### config.mk
export PLATFORM = sky130hd
export DESIGN_NAME = pulse_timer_slaves
export DESIGN_NICKNAME = d
export VERILOG_FILES = /design/src/verilog/pulse_timer_pkg.sv /design/src/verilog/pulse_timer_slaves.sv /design/src/verilog/timer_channel.sv
export SDC_FILE = /design/constraint.sdc
export NUM_CORES = 2
export LEC_CHECK = 0
export BUFFER_PORTS_ARGS = -buffer_cell sky130_fd_sc_hd__buf_2
export CORE_ASPECT_RATIO = 1.2
export CORE_MARGIN = 8
export CORE_UTILIZATION = 40
export CTS_BUF_LIST = sky130_fd_sc_hd__clkbuf_16
export CTS_CLUSTER_DIAMETER = 100
export CTS_CLUSTER_SIZE = 16
export DETAILED_ROUTE_END_ITERATION = 16
export GPL_ROUTABILITY_DRIVEN = 0
export MAX_ROUTING_LAYER = met4
export PLACE_DENSITY = 0.56
export SLEW_MARGIN = 20
export SYNTH_ARGS = -nofsm -noshare
export SYNTH_HDL_FRONTEND = slang
export SYNTH_SLANG_ARGS = --single-unit
### constraint.sdc
create_clock -name clk_in -period 8 [get_ports clk_in]
set_input_delay 1.6 -clock clk_in [delete_from_list [all_inputs] [get_ports clk_in]]
set_output_delay 1.6 -clock clk_in [all_outputs]
set_load 0.02 [all_outputs]
### src/verilog/pulse_timer_pkg.sv
// Purpose: Shared constants and types for the slave pulse timer block.
// Assumes: 125 MHz clock, 100 us timer base, 32-bit register bus.
// Notes: Register indices are word indices; byte address is index times 4.
`default_nettype none
package pulse_timer_pkg;

	localparam int CLK_MHZ = 125;
	localparam int BASE_US = 100;
	localparam int BASE_CYCLES = BASE_US * CLK_MHZ;
	localparam int ADDR_W = 12;
	localparam int DUTY_DEN = 255;

	// Register indices, byte address = index * 4.
	localparam logic [9:0] IDX_T2_CTRL = 10'h052;
	localparam logic [9:0] IDX_T2_DUTY = 10'h053;
	localparam logic [9:0] IDX_T3_CTRL = 10'h054;
	localparam logic [9:0] IDX_T3_DUTY = 10'h055;
	localparam logic [9:0] IDX_T4_CTRL = 10'h056;
	localparam logic [9:0] IDX_T4_DUTY = 10'h057;

	// Control field layout.
	localparam int MODE_LSB = 0;
	localparam int PERIOD_LSB = 2;
	localparam logic [5:0] CTRL_RESET = 6'h00;
	localparam logic [7:0] DUTY_RESET = 8'h00;

	localparam logic [1:0] RESP_OKAY = 2'h0;
	localparam logic [1:0] RESP_SLVERR = 2'h2;

	// Periods counted in base ticks.
	localparam logic [15:0] TICKS_4MS = 16'(4 * 1000 / BASE_US);
	localparam logic [15:0] TICKS_8MS = 16'(8 * 1000 / BASE_US);
	localparam logic [15:0] TICKS_20MS = 16'(20 * 1000 / BASE_US);
	localparam logic [15:0] TICKS_30MS = 16'(30 * 1000 / BASE_US);
	localparam logic [15:0] TICKS_50MS = 16'(50 * 1000 / BASE_US);
	localparam logic [15:0] TICKS_100MS = 16'(100 * 1000 / BASE_US);
	localparam logic [15:0] TICKS_200MS = 16'(200 * 1000 / BASE_US);
	localparam logic [15:0] TICKS_400MS = 16'(400 * 1000 / BASE_US);
	localparam logic [15:0] TICKS_800MS = 16'(800 * 1000 / BASE_US);
	localparam logic [15:0] TICKS_1S = 16'(1000 * 1000 / BASE_US);
	localparam logic [15:0] TICKS_2S = 16'(2000 * 1000 / BASE_US);
	localparam logic [15:0] TICKS_4S = 16'(4000 * 1000 / BASE_US);

	typedef enum logic [1:0] {
		MODE_PWM,
		MODE_TIMED,
		MODE_SLAVE,
		MODE_FOLLOW
	} mode_e;

	function automatic logic [15:0] period_ticks(input logic [3:0] sel);
		case (sel)
			4'h0: period_ticks = TICKS_4MS;
			4'h1: period_ticks = TICKS_8MS;
			4'h2: period_ticks = TICKS_20MS;
			4'h3: period_ticks = TICKS_30MS;
			4'h4: period_ticks = TICKS_50MS;
			4'h5: period_ticks = TICKS_100MS;
			4'h6: period_ticks = TICKS_200MS;
			4'h7: period_ticks = TICKS_400MS;
			4'h8: period_ticks = TICKS_800MS;
			4'h9: period_ticks = TICKS_1S;
			4'hA: period_ticks = TICKS_2S;
			default: period_ticks = TICKS_4S;
		endcase
	endfunction : period_ticks

endpackage : pulse_timer_pkg
`default_nettype wire

### src/verilog/pulse_timer_slaves.sv
// Purpose: Timers 2 to 4 of a four-timer unit with an AXI4-Lite slave.
// Assumes: Timer 1 start and end pulses come from logic on this clock.
// Notes: Duty registers are read-only and load from the duty inputs.
//
// Behaviour
// - Period select bits 5:2 choose 4 ms up to 4 s, twelve codes.
// - Mode 00 is PWM; on-time is duty times period over 255.
// - Mode 01 gives on-time duty times base time, repeating at period.
// - Mode 10 starts timer 3 pulse at timer 1 pulse start.
// - Mode 11 starts timer 3 pulse when timer 2 pulse ends.
// - Mode 10 starts timer 4 pulse with timer 1 pulse start.
// - Mode 11 starts timer 4 pulse at end of timer 3 pulse.
// - Duty register holds eight bits; duty fraction is value over 255.
// - Control bits 7:6 read-only; period and mode fields read-write.
// - Slave and follower pulses count 100 us steps, ignoring period.
// - A slave pulse longer than inherited period keeps output on.
// - Slave and follower still trigger when timer 1 duty is zero.
//
// The AXI4-Lite register port was chosen for this implementation.
`default_nettype none
`timescale 1ns/10ps
module pulse_timer_slaves #(
	parameter int BASE_CYCLES = pulse_timer_pkg::BASE_CYCLES
) (
	input wire logic clk_in,
	input wire logic rst_in,
	input wire logic [pulse_timer_pkg::ADDR_W-1:0] awaddr_in,
	input wire logic awvalid_in,
	output logic awready_out,
	input wire logic [31:0] wdata_in,
	input wire logic [3:0] wstrb_in,
	input wire logic wvalid_in,
	output logic wready_out,
	output logic [1:0] bresp_out,
	output logic bvalid_out,
	input wire logic bready_in,
	input wire logic [pulse_timer_pkg::ADDR_W-1:0] araddr_in,
	input wire logic arvalid_in,
	output logic arready_out,
	output logic [31:0] rdata_out,
	output logic [1:0] rresp_out,
	output logic rvalid_out,
	input wire logic rready_in,
	input wire logic t1_pulse_start_in,
	input wire logic t1_pulse_end_in,
	input wire logic [7:0] timer2_duty_value_in,
	input wire logic [7:0] timer3_duty_value_in,
	input wire logic [7:0] timer4_duty_value_in,
	output logic timer2_pulse_out,
	output logic timer3_pulse_out,
	output logic timer4_pulse_out
);

	localparam int AW = pulse_timer_pkg::ADDR_W;

	typedef struct packed {
		logic awready;
		logic wready;
		logic aw_have;
		logic w_have;
		logic [AW-1:0] awaddr;
		logic [31:0] wdata;
		logic [3:0] wstrb;
		logic bvalid;
		logic [1:0] bresp;
		logic arready;
		logic rvalid;
		logic [31:0] rdata;
		logic [1:0] rresp;
		logic rd_ctrl;
		logic [2:0][5:0] ctrl;
		logic [2:0][7:0] duty;
	} top_s;

	top_s top_reg;
	top_s top_next;
	logic [9:0] widx;
	logic [9:0] ridx;
	logic [2:0][7:0] duty_in;
	logic [2:0] pulse;
	logic [2:0] pulse_end;

	assign widx = top_reg.awaddr[AW-1:2];
	assign ridx = araddr_in[AW-1:2];
	assign duty_in[0] = timer2_duty_value_in;
	assign duty_in[1] = timer3_duty_value_in;
	assign duty_in[2] = timer4_duty_value_in;

	always_comb begin
		top_next = top_reg;
		top_next.duty = duty_in;
		// Write address and data are taken in either order.
		if (awvalid_in && top_reg.awready) begin
			top_next.aw_have = 1'b1;
			top_next.awaddr = awaddr_in;
		end
		if (wvalid_in && top_reg.wready) begin
			top_next.w_have = 1'b1;
			top_next.wdata = wdata_in;
			top_next.wstrb = wstrb_in;
		end
		if (top_reg.bvalid && bready_in) begin
			top_next.bvalid = 1'b0;
		end
		if (top_reg.aw_have && top_reg.w_have && !top_reg.bvalid) begin
			top_next.aw_have = 1'b0;
			top_next.w_have = 1'b0;
			top_next.bvalid = 1'b1;
			top_next.bresp = pulse_timer_pkg::RESP_SLVERR;
			for (int i = 0; i < 3; i++) begin
				if (widx == pulse_timer_pkg::IDX_T2_CTRL + 10'(2 * i)) begin
					top_next.bresp = pulse_timer_pkg::RESP_OKAY;
					if (top_reg.wstrb[0]) begin
						top_next.ctrl[i] = top_reg.wdata[5:0];
					end
				end
				// Duty registers are read-only; writes are dropped.
				if (widx == pulse_timer_pkg::IDX_T2_DUTY + 10'(2 * i)) begin
					top_next.bresp = pulse_timer_pkg::RESP_OKAY;
				end
			end
		end
		top_next.awready = !top_next.aw_have && !top_next.bvalid;
		top_next.wready = !top_next.w_have && !top_next.bvalid;

		if (top_reg.rvalid && rready_in) begin
			top_next.rvalid = 1'b0;
		end
		if (arvalid_in && top_reg.arready) begin
			top_next.rvalid = 1'b1;
			top_next.rdata = 32'h00000000;
			top_next.rresp = pulse_timer_pkg::RESP_SLVERR;
			top_next.rd_ctrl = 1'b0;
			for (int i = 0; i < 3; i++) begin
				if (ridx == pulse_timer_pkg::IDX_T2_CTRL + 10'(2 * i)) begin
					top_next.rresp = pulse_timer_pkg::RESP_OKAY;
					top_next.rd_ctrl = 1'b1;
					top_next.rdata = {26'h0000000, top_reg.ctrl[i]};
				end
				if (ridx == pulse_timer_pkg::IDX_T2_DUTY + 10'(2 * i)) begin
					top_next.rresp = pulse_timer_pkg::RESP_OKAY;
					top_next.rdata = {24'h000000, top_reg.duty[i]};
				end
			end
		end
		top_next.arready = !top_next.rvalid;
	end

	always_ff @(posedge clk_in or posedge rst_in) begin
		if (rst_in) begin
			top_reg <= '0;
			top_reg.ctrl <= {3{pulse_timer_pkg::CTRL_RESET}};
			top_reg.duty <= {3{pulse_timer_pkg::DUTY_RESET}};
		end else begin
			top_reg <= top_next;
		end
	end

	assign awready_out = top_reg.awready;
	assign wready_out = top_reg.wready;
	assign bvalid_out = top_reg.bvalid;
	assign bresp_out = top_reg.bresp;
	assign arready_out = top_reg.arready;
	assign rvalid_out = top_reg.rvalid;
	assign rdata_out = top_reg.rdata;
	assign rresp_out = top_reg.rresp;

	genvar g;
	generate
		for (g = 0; g < 3; g++) begin : gen_chan
			logic follow_trig;
			// Timer 2 follows timer 1; each later timer follows the one before.
			if (g == 0) begin : gen_first
				assign follow_trig = t1_pulse_end_in;
			end else begin : gen_rest
				assign follow_trig = pulse_end[g-1];
			end
			timer_channel #(
				.BASE_CYCLES(BASE_CYCLES)
			) u_chan (
				.clk_in(clk_in),
				.rst_in(rst_in),
				.mode_in(top_reg.ctrl[g][pulse_timer_pkg::MODE_LSB +: 2]),
				.period_select_in(top_reg.ctrl[g][pulse_timer_pkg::PERIOD_LSB +: 4]),
				.duty_in(top_reg.duty[g]),
				.start_trig_in(t1_pulse_start_in),
				.follow_trig_in(follow_trig),
				.pulse_out(pulse[g]),
				.end_out(pulse_end[g])
			);
		end
	endgenerate

	assign timer2_pulse_out = pulse[0];
	assign timer3_pulse_out = pulse[1];
	assign timer4_pulse_out = pulse[2];

	a_resv_read_zero: assert property (@(posedge clk_in) disable iff (rst_in)
		(rvalid_out && top_reg.rd_ctrl) |-> (rdata_out[31:6] == 26'h0000000))
		else $error("reserved control bits read non-zero");
	a_ctrl_write_takes: assert property (@(posedge clk_in) disable iff (rst_in)
		(top_reg.aw_have && top_reg.w_have && !top_reg.bvalid &&
		widx == 10'h054 && top_reg.wstrb[0])
		|=> (top_reg.ctrl[1] == $past(top_reg.wdata[5:0]) && bvalid_out))
		else $error("control write not stored");
	a_duty_tracks: assert property (@(posedge clk_in) disable iff (rst_in)
		##1 (top_reg.duty[2] == $past(timer4_duty_value_in)))
		else $error("duty register does not follow its input");
	a_read_answer: assert property (@(posedge clk_in) disable iff (rst_in)
		(arvalid_in && arready_out) |=> (rvalid_out && !arready_out))
		else $error("read not answered in one cycle");
	a_resp_holds: assert property (@(posedge clk_in) disable iff (rst_in)
		(bvalid_out && !bready_in) |=> (bvalid_out && $stable(bresp_out)))
		else $error("write response dropped before taken");

endmodule : pulse_timer_slaves
`default_nettype wire

### src/verilog/timer_channel.sv
// Purpose: One PWM / pulse timer channel with slave and follower triggers.
// Assumes: Trigger inputs are one-cycle pulses on the same clock.
// Notes: end_out pulses when the pulse ends, or at a trigger with zero duty.
`default_nettype none
`timescale 1ns/10ps
module timer_channel #(
	parameter int BASE_CYCLES = pulse_timer_pkg::BASE_CYCLES
) (
	input wire logic clk_in,
	input wire logic rst_in,
	input wire logic [1:0] mode_in,
	input wire logic [3:0] period_select_in,
	input wire logic [7:0] duty_in,
	input wire logic start_trig_in,
	input wire logic follow_trig_in,
	output logic pulse_out,
	output logic end_out
);

	localparam int PRE_W = $clog2(BASE_CYCLES + 1);
	localparam logic [PRE_W-1:0] PRE_LAST = PRE_W'(BASE_CYCLES - 1);

	typedef struct packed {
		logic [PRE_W-1:0] pre;
		logic [15:0] cnt;
		logic run;
		logic out;
		logic end_p;
	} chan_s;

	chan_s chan_reg;
	chan_s chan_next;
	logic tick;
	logic trig;
	logic on;
	logic [15:0] period;
	logic [15:0] cnt_inc;
	logic [23:0] lhs;
	logic [23:0] rhs;

	assign tick = chan_reg.pre == PRE_LAST;
	assign period = pulse_timer_pkg::period_ticks(period_select_in);
	assign cnt_inc = chan_reg.cnt + 16'h0001;
	// PWM compares cnt*255 against duty*period instead of dividing.
	assign lhs = 24'(chan_reg.cnt) * 24'(pulse_timer_pkg::DUTY_DEN);
	assign rhs = 24'(duty_in) * 24'(period);
	assign trig = (mode_in == 2'(pulse_timer_pkg::MODE_SLAVE)) ? start_trig_in
		: follow_trig_in;

	always_comb begin
		chan_next = chan_reg;
		chan_next.end_p = 1'b0;
		on = 1'b0;
		chan_next.pre = tick ? '0 : chan_reg.pre + PRE_W'(1);
		if (mode_in[1] == 1'b0) begin
			if (tick) begin
				chan_next.cnt = (cnt_inc >= period) ? 16'h0000 : cnt_inc;
			end
			if (mode_in == 2'(pulse_timer_pkg::MODE_PWM)) begin
				on = lhs < rhs;
			end else begin
				on = chan_reg.cnt < 16'(duty_in);
			end
			chan_next.run = 1'b0;
			chan_next.out = on;
			chan_next.end_p = chan_reg.out & ~on;
		end else begin
			// Period select is ignored here; the trigger sets the period.
			if (trig) begin
				chan_next.pre = '0;
				chan_next.cnt = 16'h0000;
				// A retrigger with non-zero duty while running keeps the output on.
				chan_next.run = duty_in != 8'h00;
				chan_next.end_p = duty_in == 8'h00;
			end else if (chan_reg.run && tick) begin
				chan_next.cnt = cnt_inc;
				if (cnt_inc >= 16'(duty_in)) begin
					chan_next.run = 1'b0;
					chan_next.end_p = 1'b1;
				end
			end
			chan_next.out = chan_next.run;
		end
	end

	always_ff @(posedge clk_in or posedge rst_in) begin
		if (rst_in) begin
			chan_reg <= '0;
		end else begin
			chan_reg <= chan_next;
		end
	end

	assign pulse_out = chan_reg.out;
	assign end_out = chan_reg.end_p;

	a_slave_start: assert property (@(posedge clk_in) disable iff (rst_in)
		(mode_in == 2'h2 && start_trig_in && duty_in != 8'h00) |=> pulse_out)
		else $error("slave pulse did not start on master start");
	a_follow_start: assert property (@(posedge clk_in) disable iff (rst_in)
		(mode_in == 2'h3 && follow_trig_in && duty_in != 8'h00) |=> pulse_out)
		else $error("follower pulse did not start on previous end");
	a_zero_duty_end: assert property (@(posedge clk_in) disable iff (rst_in)
		(mode_in[1] && trig && duty_in == 8'h00) |=> (end_out && !pulse_out))
		else $error("zero duty trigger not passed on");
	a_retrigger_hold: assert property (@(posedge clk_in) disable iff (rst_in)
		(mode_in[1] && pulse_out && trig && duty_in != 8'h00) |=> pulse_out)
		else $error("retriggered slave dropped its output");
	a_long_code: assert property (@(posedge clk_in) disable iff (rst_in)
		(period_select_in >= 4'hC) |-> (period == 16'd40000))
		else $error("unlisted period code not mapped to 4 s");
	a_pwm_zero_off: assert property (@(posedge clk_in) disable iff (rst_in)
		(mode_in == 2'h0 && duty_in == 8'h00) [*2] |-> !pulse_out)
		else $error("pwm output on at zero duty");

endmodule : timer_channel
`default_nettype wire
==> run summary <==
The flow ran to the end, and the final reports show no timing, DRC or antenna violations. The warning count from the yosys run is 0. The cell with the largest stage delay on the worst path was sky130_fd_sc_hd__fa_1. The floorplan step set the die width to 273 um. Sorting the synthesized cells by area gives the leading types as sky130_fd_sc_hd__fa_1, sky130_fd_sc_hd__ha_1, sky130_fd_sc_hd__dfrtp_1. TritonCTS built the clock tree. For this design the top-level I/O count stands at 137. For this run, the leading register cell type out of synthesis is sky130_fd_sc_hd__dfrtp_1.

The synthesized netlist cell count was 3511; the initial DRC count was 1330. The cell at the root of the clock tree is sky130_fd_sc_hd__clkbuf_16. Aggregate global-route resource usage: 18.9%. The sort of element at the start of the critical path is a register. Sequential elements use 13.7% of the synthesized area. The run gives 23.5k as the overall via count from detail_route. The register with the most flip-flops in the layout has 93 of them. The tree built by TritonCTS fans out to 174 sinks. At the pin with the least slew margin, the transition time is 1.09 ns. The launching point of the worst reg2reg path was top_reg[33]$_DFFE_PP0P_. The worst pin sits at a relative slew slack of 26.8%. The worst path in the final design needs a cycle of 7.53 ns, including I/O delays and setup. In this run the mean area of a mapped cell was 9.03 um^2. The logs give 0 for the number of failing setup endpoints in the final timing report and 7.87 ns for the arrival time reported for the critical path endpoint. The logs give 0 ns for the setup TNS and 113 for the number of rows in the core area. STA classifies the critical path endpoint as a register. The most numerous cell type found on the critical path is sky130_fd_sc_hd__fa_1. The die is 324 um tall. The tools report the count of antenna-violating nets left after detailed routing as 0. The layout has 7975 filler cells. Counting distinct cell types in the post-synthesis netlist gives 91. Timing would allow up to 0.133 GHz. The logs give 17 for the TritonCTS buffer count and 0.0789 mm^2 for the core area.

The worst register-to-register path has a setup slack of 0.47 ns. The first global-routing pass estimated 131 mm of wire. At the end of the flow, the number of nets in the layout was 4564. The post-route cell area came out at 0.0338 mm^2. The critical path ends at gen_chan[1].u_chan.end_out$_DFF_PP0_.

The worst register-to-register path ends at gen_chan[1].u_chan.end_out$_DFF_PP0_. The detailed-route wire length came out at 79.1 mm. The clock passes through at most 2 buffers. Dividing total power by cell area gives a power density of 121 mW/mm^2.

After detailed routing, the number of vias per cell comes to 5.10. In the routed design, unresolved DRC markers number 0. The number of enable-type register cells in the synthesized netlist was 0; the number of buffers inserted by hold repair at cts was 0. Number of antenna violations at the first check in global routing: 3.

The tools report the HPWL after detailed placement as 66.2 mm. The clock tree skew after final layout came out at 0.0226 ns. From synthesis to final layout, the design area changed by 6.51%. Number of cells traversed by the worst register-to-register path: 30.

Data on the critical path is required at its endpoint by 8.34 ns. The async set-reset flop share out of synthesis is 100%. The count of pins over their slew limit was 0; the count of state elements after synthesis was 174. Summed over its instances, the top area cell type makes up 26.9% of the synthesized netlist area.

In this run the post-CTS setup repair buffer count came out at 0. Number of global-route vias before repair: 24.6k. Launching element of the worst setup path: top_reg[33]$_DFFE_PP0P_. Global route total overflow: 0. After synthesis the cells add up to 0.0317 mm^2.

The critical path class is reg -> reg. The logs give 0.0886 mm^2 for the area of the die and 0 for the hold violation total from the final report. The run gives 0.50 ns as the source-to-sink clock delay at the later pin of the worst-skew pair. VDD sags by at most 256 uV. After detailed routing, the average wire length per cell comes to 17.2 um. The tools report the starting density of the core as 40.2%. The cell area after placement came out at 0.0332 mm^2. CTS built an H-tree with a depth of 4. Clock-pin slew was measured on the worst setup and hold paths at 0.07 ns.

Worst min-delay path class: reg -> reg. Entering global routing, the biggest net connects 104 pins. The post-synthesis cell type with the largest combined area was sky130_fd_sc_hd__fa_1.

In this design, the stage delay of the slowest critical-path cell is 0.53 ns. Input and output buffers added on the ports amount to 77. For this design the static power due to leakage is 17.6 nW. Largest fanout on the critical path: 6. Setup repair after global routing left no endpoint under its margin. Before antenna repair, the detailed router went through 5 iterations.

The share of final-layout standard cells stronger than drive strength 1 was 5.49%; the number of violations of the max-capacitance limit was 0. The final period utilization came out at 94.1%.
[cells in the mapped netlist (15+ instances only)]
master / instances
sky130_fd_sc_hd__a211oi_1: 18
sky130_fd_sc_hd__a21o_1: 63
sky130_fd_sc_hd__a21oi_1: 122
sky130_fd_sc_hd__a31oi_1: 15
sky130_fd_sc_hd__and2_1: 35
sky130_fd_sc_hd__and3_1: 22
sky130_fd_sc_hd__buf_4: 37
sky130_fd_sc_hd__clkbuf_1: 56
sky130_fd_sc_hd__dfrtp_1: 174
sky130_fd_sc_hd__fa_1: 426
sky130_fd_sc_hd__ha_1: 486
sky130_fd_sc_hd__inv_1: 631
sky130_fd_sc_hd__mux2_2: 33
sky130_fd_sc_hd__nand2_1: 194
sky130_fd_sc_hd__nand2b_1: 29
sky130_fd_sc_hd__nand3_1: 56
sky130_fd_sc_hd__nand4_1: 30
sky130_fd_sc_hd__nor2_1: 399
sky130_fd_sc_hd__nor2b_1: 47
sky130_fd_sc_hd__nor3_1: 61
sky130_fd_sc_hd__o21a_1: 45
sky130_fd_sc_hd__o21ai_0: 75
sky130_fd_sc_hd__o21ai_1: 55
sky130_fd_sc_hd__xnor2_1: 117
sky130_fd_sc_hd__xor2_1: 64
[cell families after synthesis]
group           count (synthesis)  synth area share [%]
buf+inv                       739                  9.22
simple gates                  944                  13.8
xor+xnor                      182                  5.09
compound gates                512                  10.4
fa+ha+maj                     912                  46.1
mux                            47                  1.61
flops                         174                  13.7
other cells                     1                0.0118
[cell usage in the layout, fill, tap and decap left out, types with 9 or more instances in the layout]
cell,synthesis,routed
sky130_fd_sc_hd__o21a_1,45,45
sky130_fd_sc_hd__or2_2,10,10
sky130_fd_sc_hd__dfrtp_1,174,174
sky130_fd_sc_hd__a21oi_1,122,121
sky130_fd_sc_hd__and2_1,35,35
sky130_fd_sc_hd__nor2b_1,47,47
sky130_fd_sc_hd__o211ai_1,10,10
sky130_fd_sc_hd__inv_1,631,632
sky130_fd_sc_hd__nand4_1,30,30
sky130_fd_sc_hd__o21ai_0,75,75
sky130_fd_sc_hd__nand3_1,56,56
sky130_fd_sc_hd__o21ai_1,55,55
sky130_fd_sc_hd__a31oi_1,15,15
sky130_fd_sc_hd__buf_2,1,77
sky130_fd_sc_hd__and4_1,11,11
sky130_fd_sc_hd__o21bai_1,10,10
sky130_fd_sc_hd__o31ai_1,11,11
sky130_fd_sc_hd__nor4_1,12,11
sky130_fd_sc_hd__mux2_2,33,33
sky130_fd_sc_hd__a21o_1,63,63
sky130_fd_sc_hd__o22ai_1,9,9
sky130_fd_sc_hd__nand2_1,194,194
sky130_fd_sc_hd__a22o_1,9,9
sky130_fd_sc_hd__clkbuf_16,0,17
sky130_fd_sc_hd__ha_1,486,486
sky130_fd_sc_hd__xnor2_1,117,117
sky130_fd_sc_hd__xor2_1,64,64
sky130_fd_sc_hd__mux2i_1,14,14
sky130_fd_sc_hd__nand2b_1,29,29
sky130_fd_sc_hd__or3_1,14,14
sky130_fd_sc_hd__and3_1,22,22
sky130_fd_sc_hd__conb_1,1,26
sky130_fd_sc_hd__a211oi_1,18,18
sky130_fd_sc_hd__buf_4,37,26
sky130_fd_sc_hd__nor3_1,61,61
sky130_fd_sc_hd__nor2_1,399,399
sky130_fd_sc_hd__fa_1,426,426
[through the flow]
| step | utilization (%) | hold slack (ns) | cells | power [mW] | worst slack, ns |
|---|---|---|---|---|---|
| after floorplan | - | 0.448 | 3536 | 2.73 | 1.28 |
| after global placement | 42.0 | 0.465 | 4575 | 3.23 | 0.199 |
| after detailed placement | 42.0 | 0.475 | 4575 | 3.24 | 0.127 |
| after CTS | 42.8 | 0.492 | 4607 | 4.16 | 0.0839 |
| after global routing | 42.8 | 0.508 | 4608 | 4.51 | 0.0582 |
| final | 42.8 | 0.493 | 4609 | 4.09 | 0.472 |
[repair_timing]
item | CTS | global route
hold endpoints to repair | 0 | 0
endpoints found under the setup margin | 0 | 2
resized for setup | 0 | 3
[how the worst min path moves through the flow]
stage | start | to | slack [ns] | depth (start not counted)
global placement | rdata_out[2]$_DFFE_PP0P_ | rdata_out[2]$_DFFE_PP0P_ | 0.47 | 2
detailed placement | top_reg[130]$_DFF_PP0_ | wready_out$_DFF_PP0_ | 0.47 | 1
finish | gen_chan[2].u_chan.chan_reg[19]$_DFF_PP0_ | gen_chan[2].u_chan.chan_reg[19]$_DFF_PP0_ | 0.49 | 1
global route | top_reg[130]$_DFF_PP0_ | wready_out$_DFF_PP0_ | 0.51 | 1
CTS | gen_chan[1].u_chan.chan_reg[19]$_DFF_PP0_ | gen_chan[1].u_chan.chan_reg[19]$_DFF_PP0_ | 0.49 | 1
floorplan | top_reg[130]$_DFF_PP0_ | wready_out$_DFF_PP0_ | 0.45 | 1
[report_power, final]
part | leakage [nW] | switching (mW) | internal (mW)
sequential | 2.21 | 0.174 | 1.01
clock | 0.288 | 0.415 | 0.463
combinational | 15.1 | 1.13 | 0.906
total | 17.6 | 1.72 | 2.38
[layout make-up]
cell class | instances | area [um^2] | share of cell area, %
multi-input cells | 2623 | 24500 | 72.7
flip-flops and latches | 174 | 4350 | 12.9
inverters | 640 | 2410 | 7.14
well taps | 1035 | 1290 | 3.84
repair buffers | 103 | 581 | 1.72
clock buffers | 17 | 425 | 1.26
clock inverters | 15 | 160 | 0.474
diodes | 2 | 5.00 | 0.0148
[worst max-delay path: cells and delay by family, from the launching register on]
kind | cells | cell delay [ns]
AO/OA/AOI/OAI | 13 | 2.48
flip-flops | 1 | 0.46
XOR/XNOR | 1 | 0.16
buffers and inverters | 4 | 0.49
adder cells (fa/ha/maj) | 7 | 2.90
AND/OR/NAND/NOR | 5 | 0.91
[metal layers]
metal  GRT usage (%)  vias to the layer above  routed length, um
li1                -                    11400                  -
met1            24.6                    11600              35700
met3            2.93                       72               3670
met2            30.7                      456              38300
met4            4.82                        0               1400
met5               -                        -                  0
(Power assumes the default switching activity.)
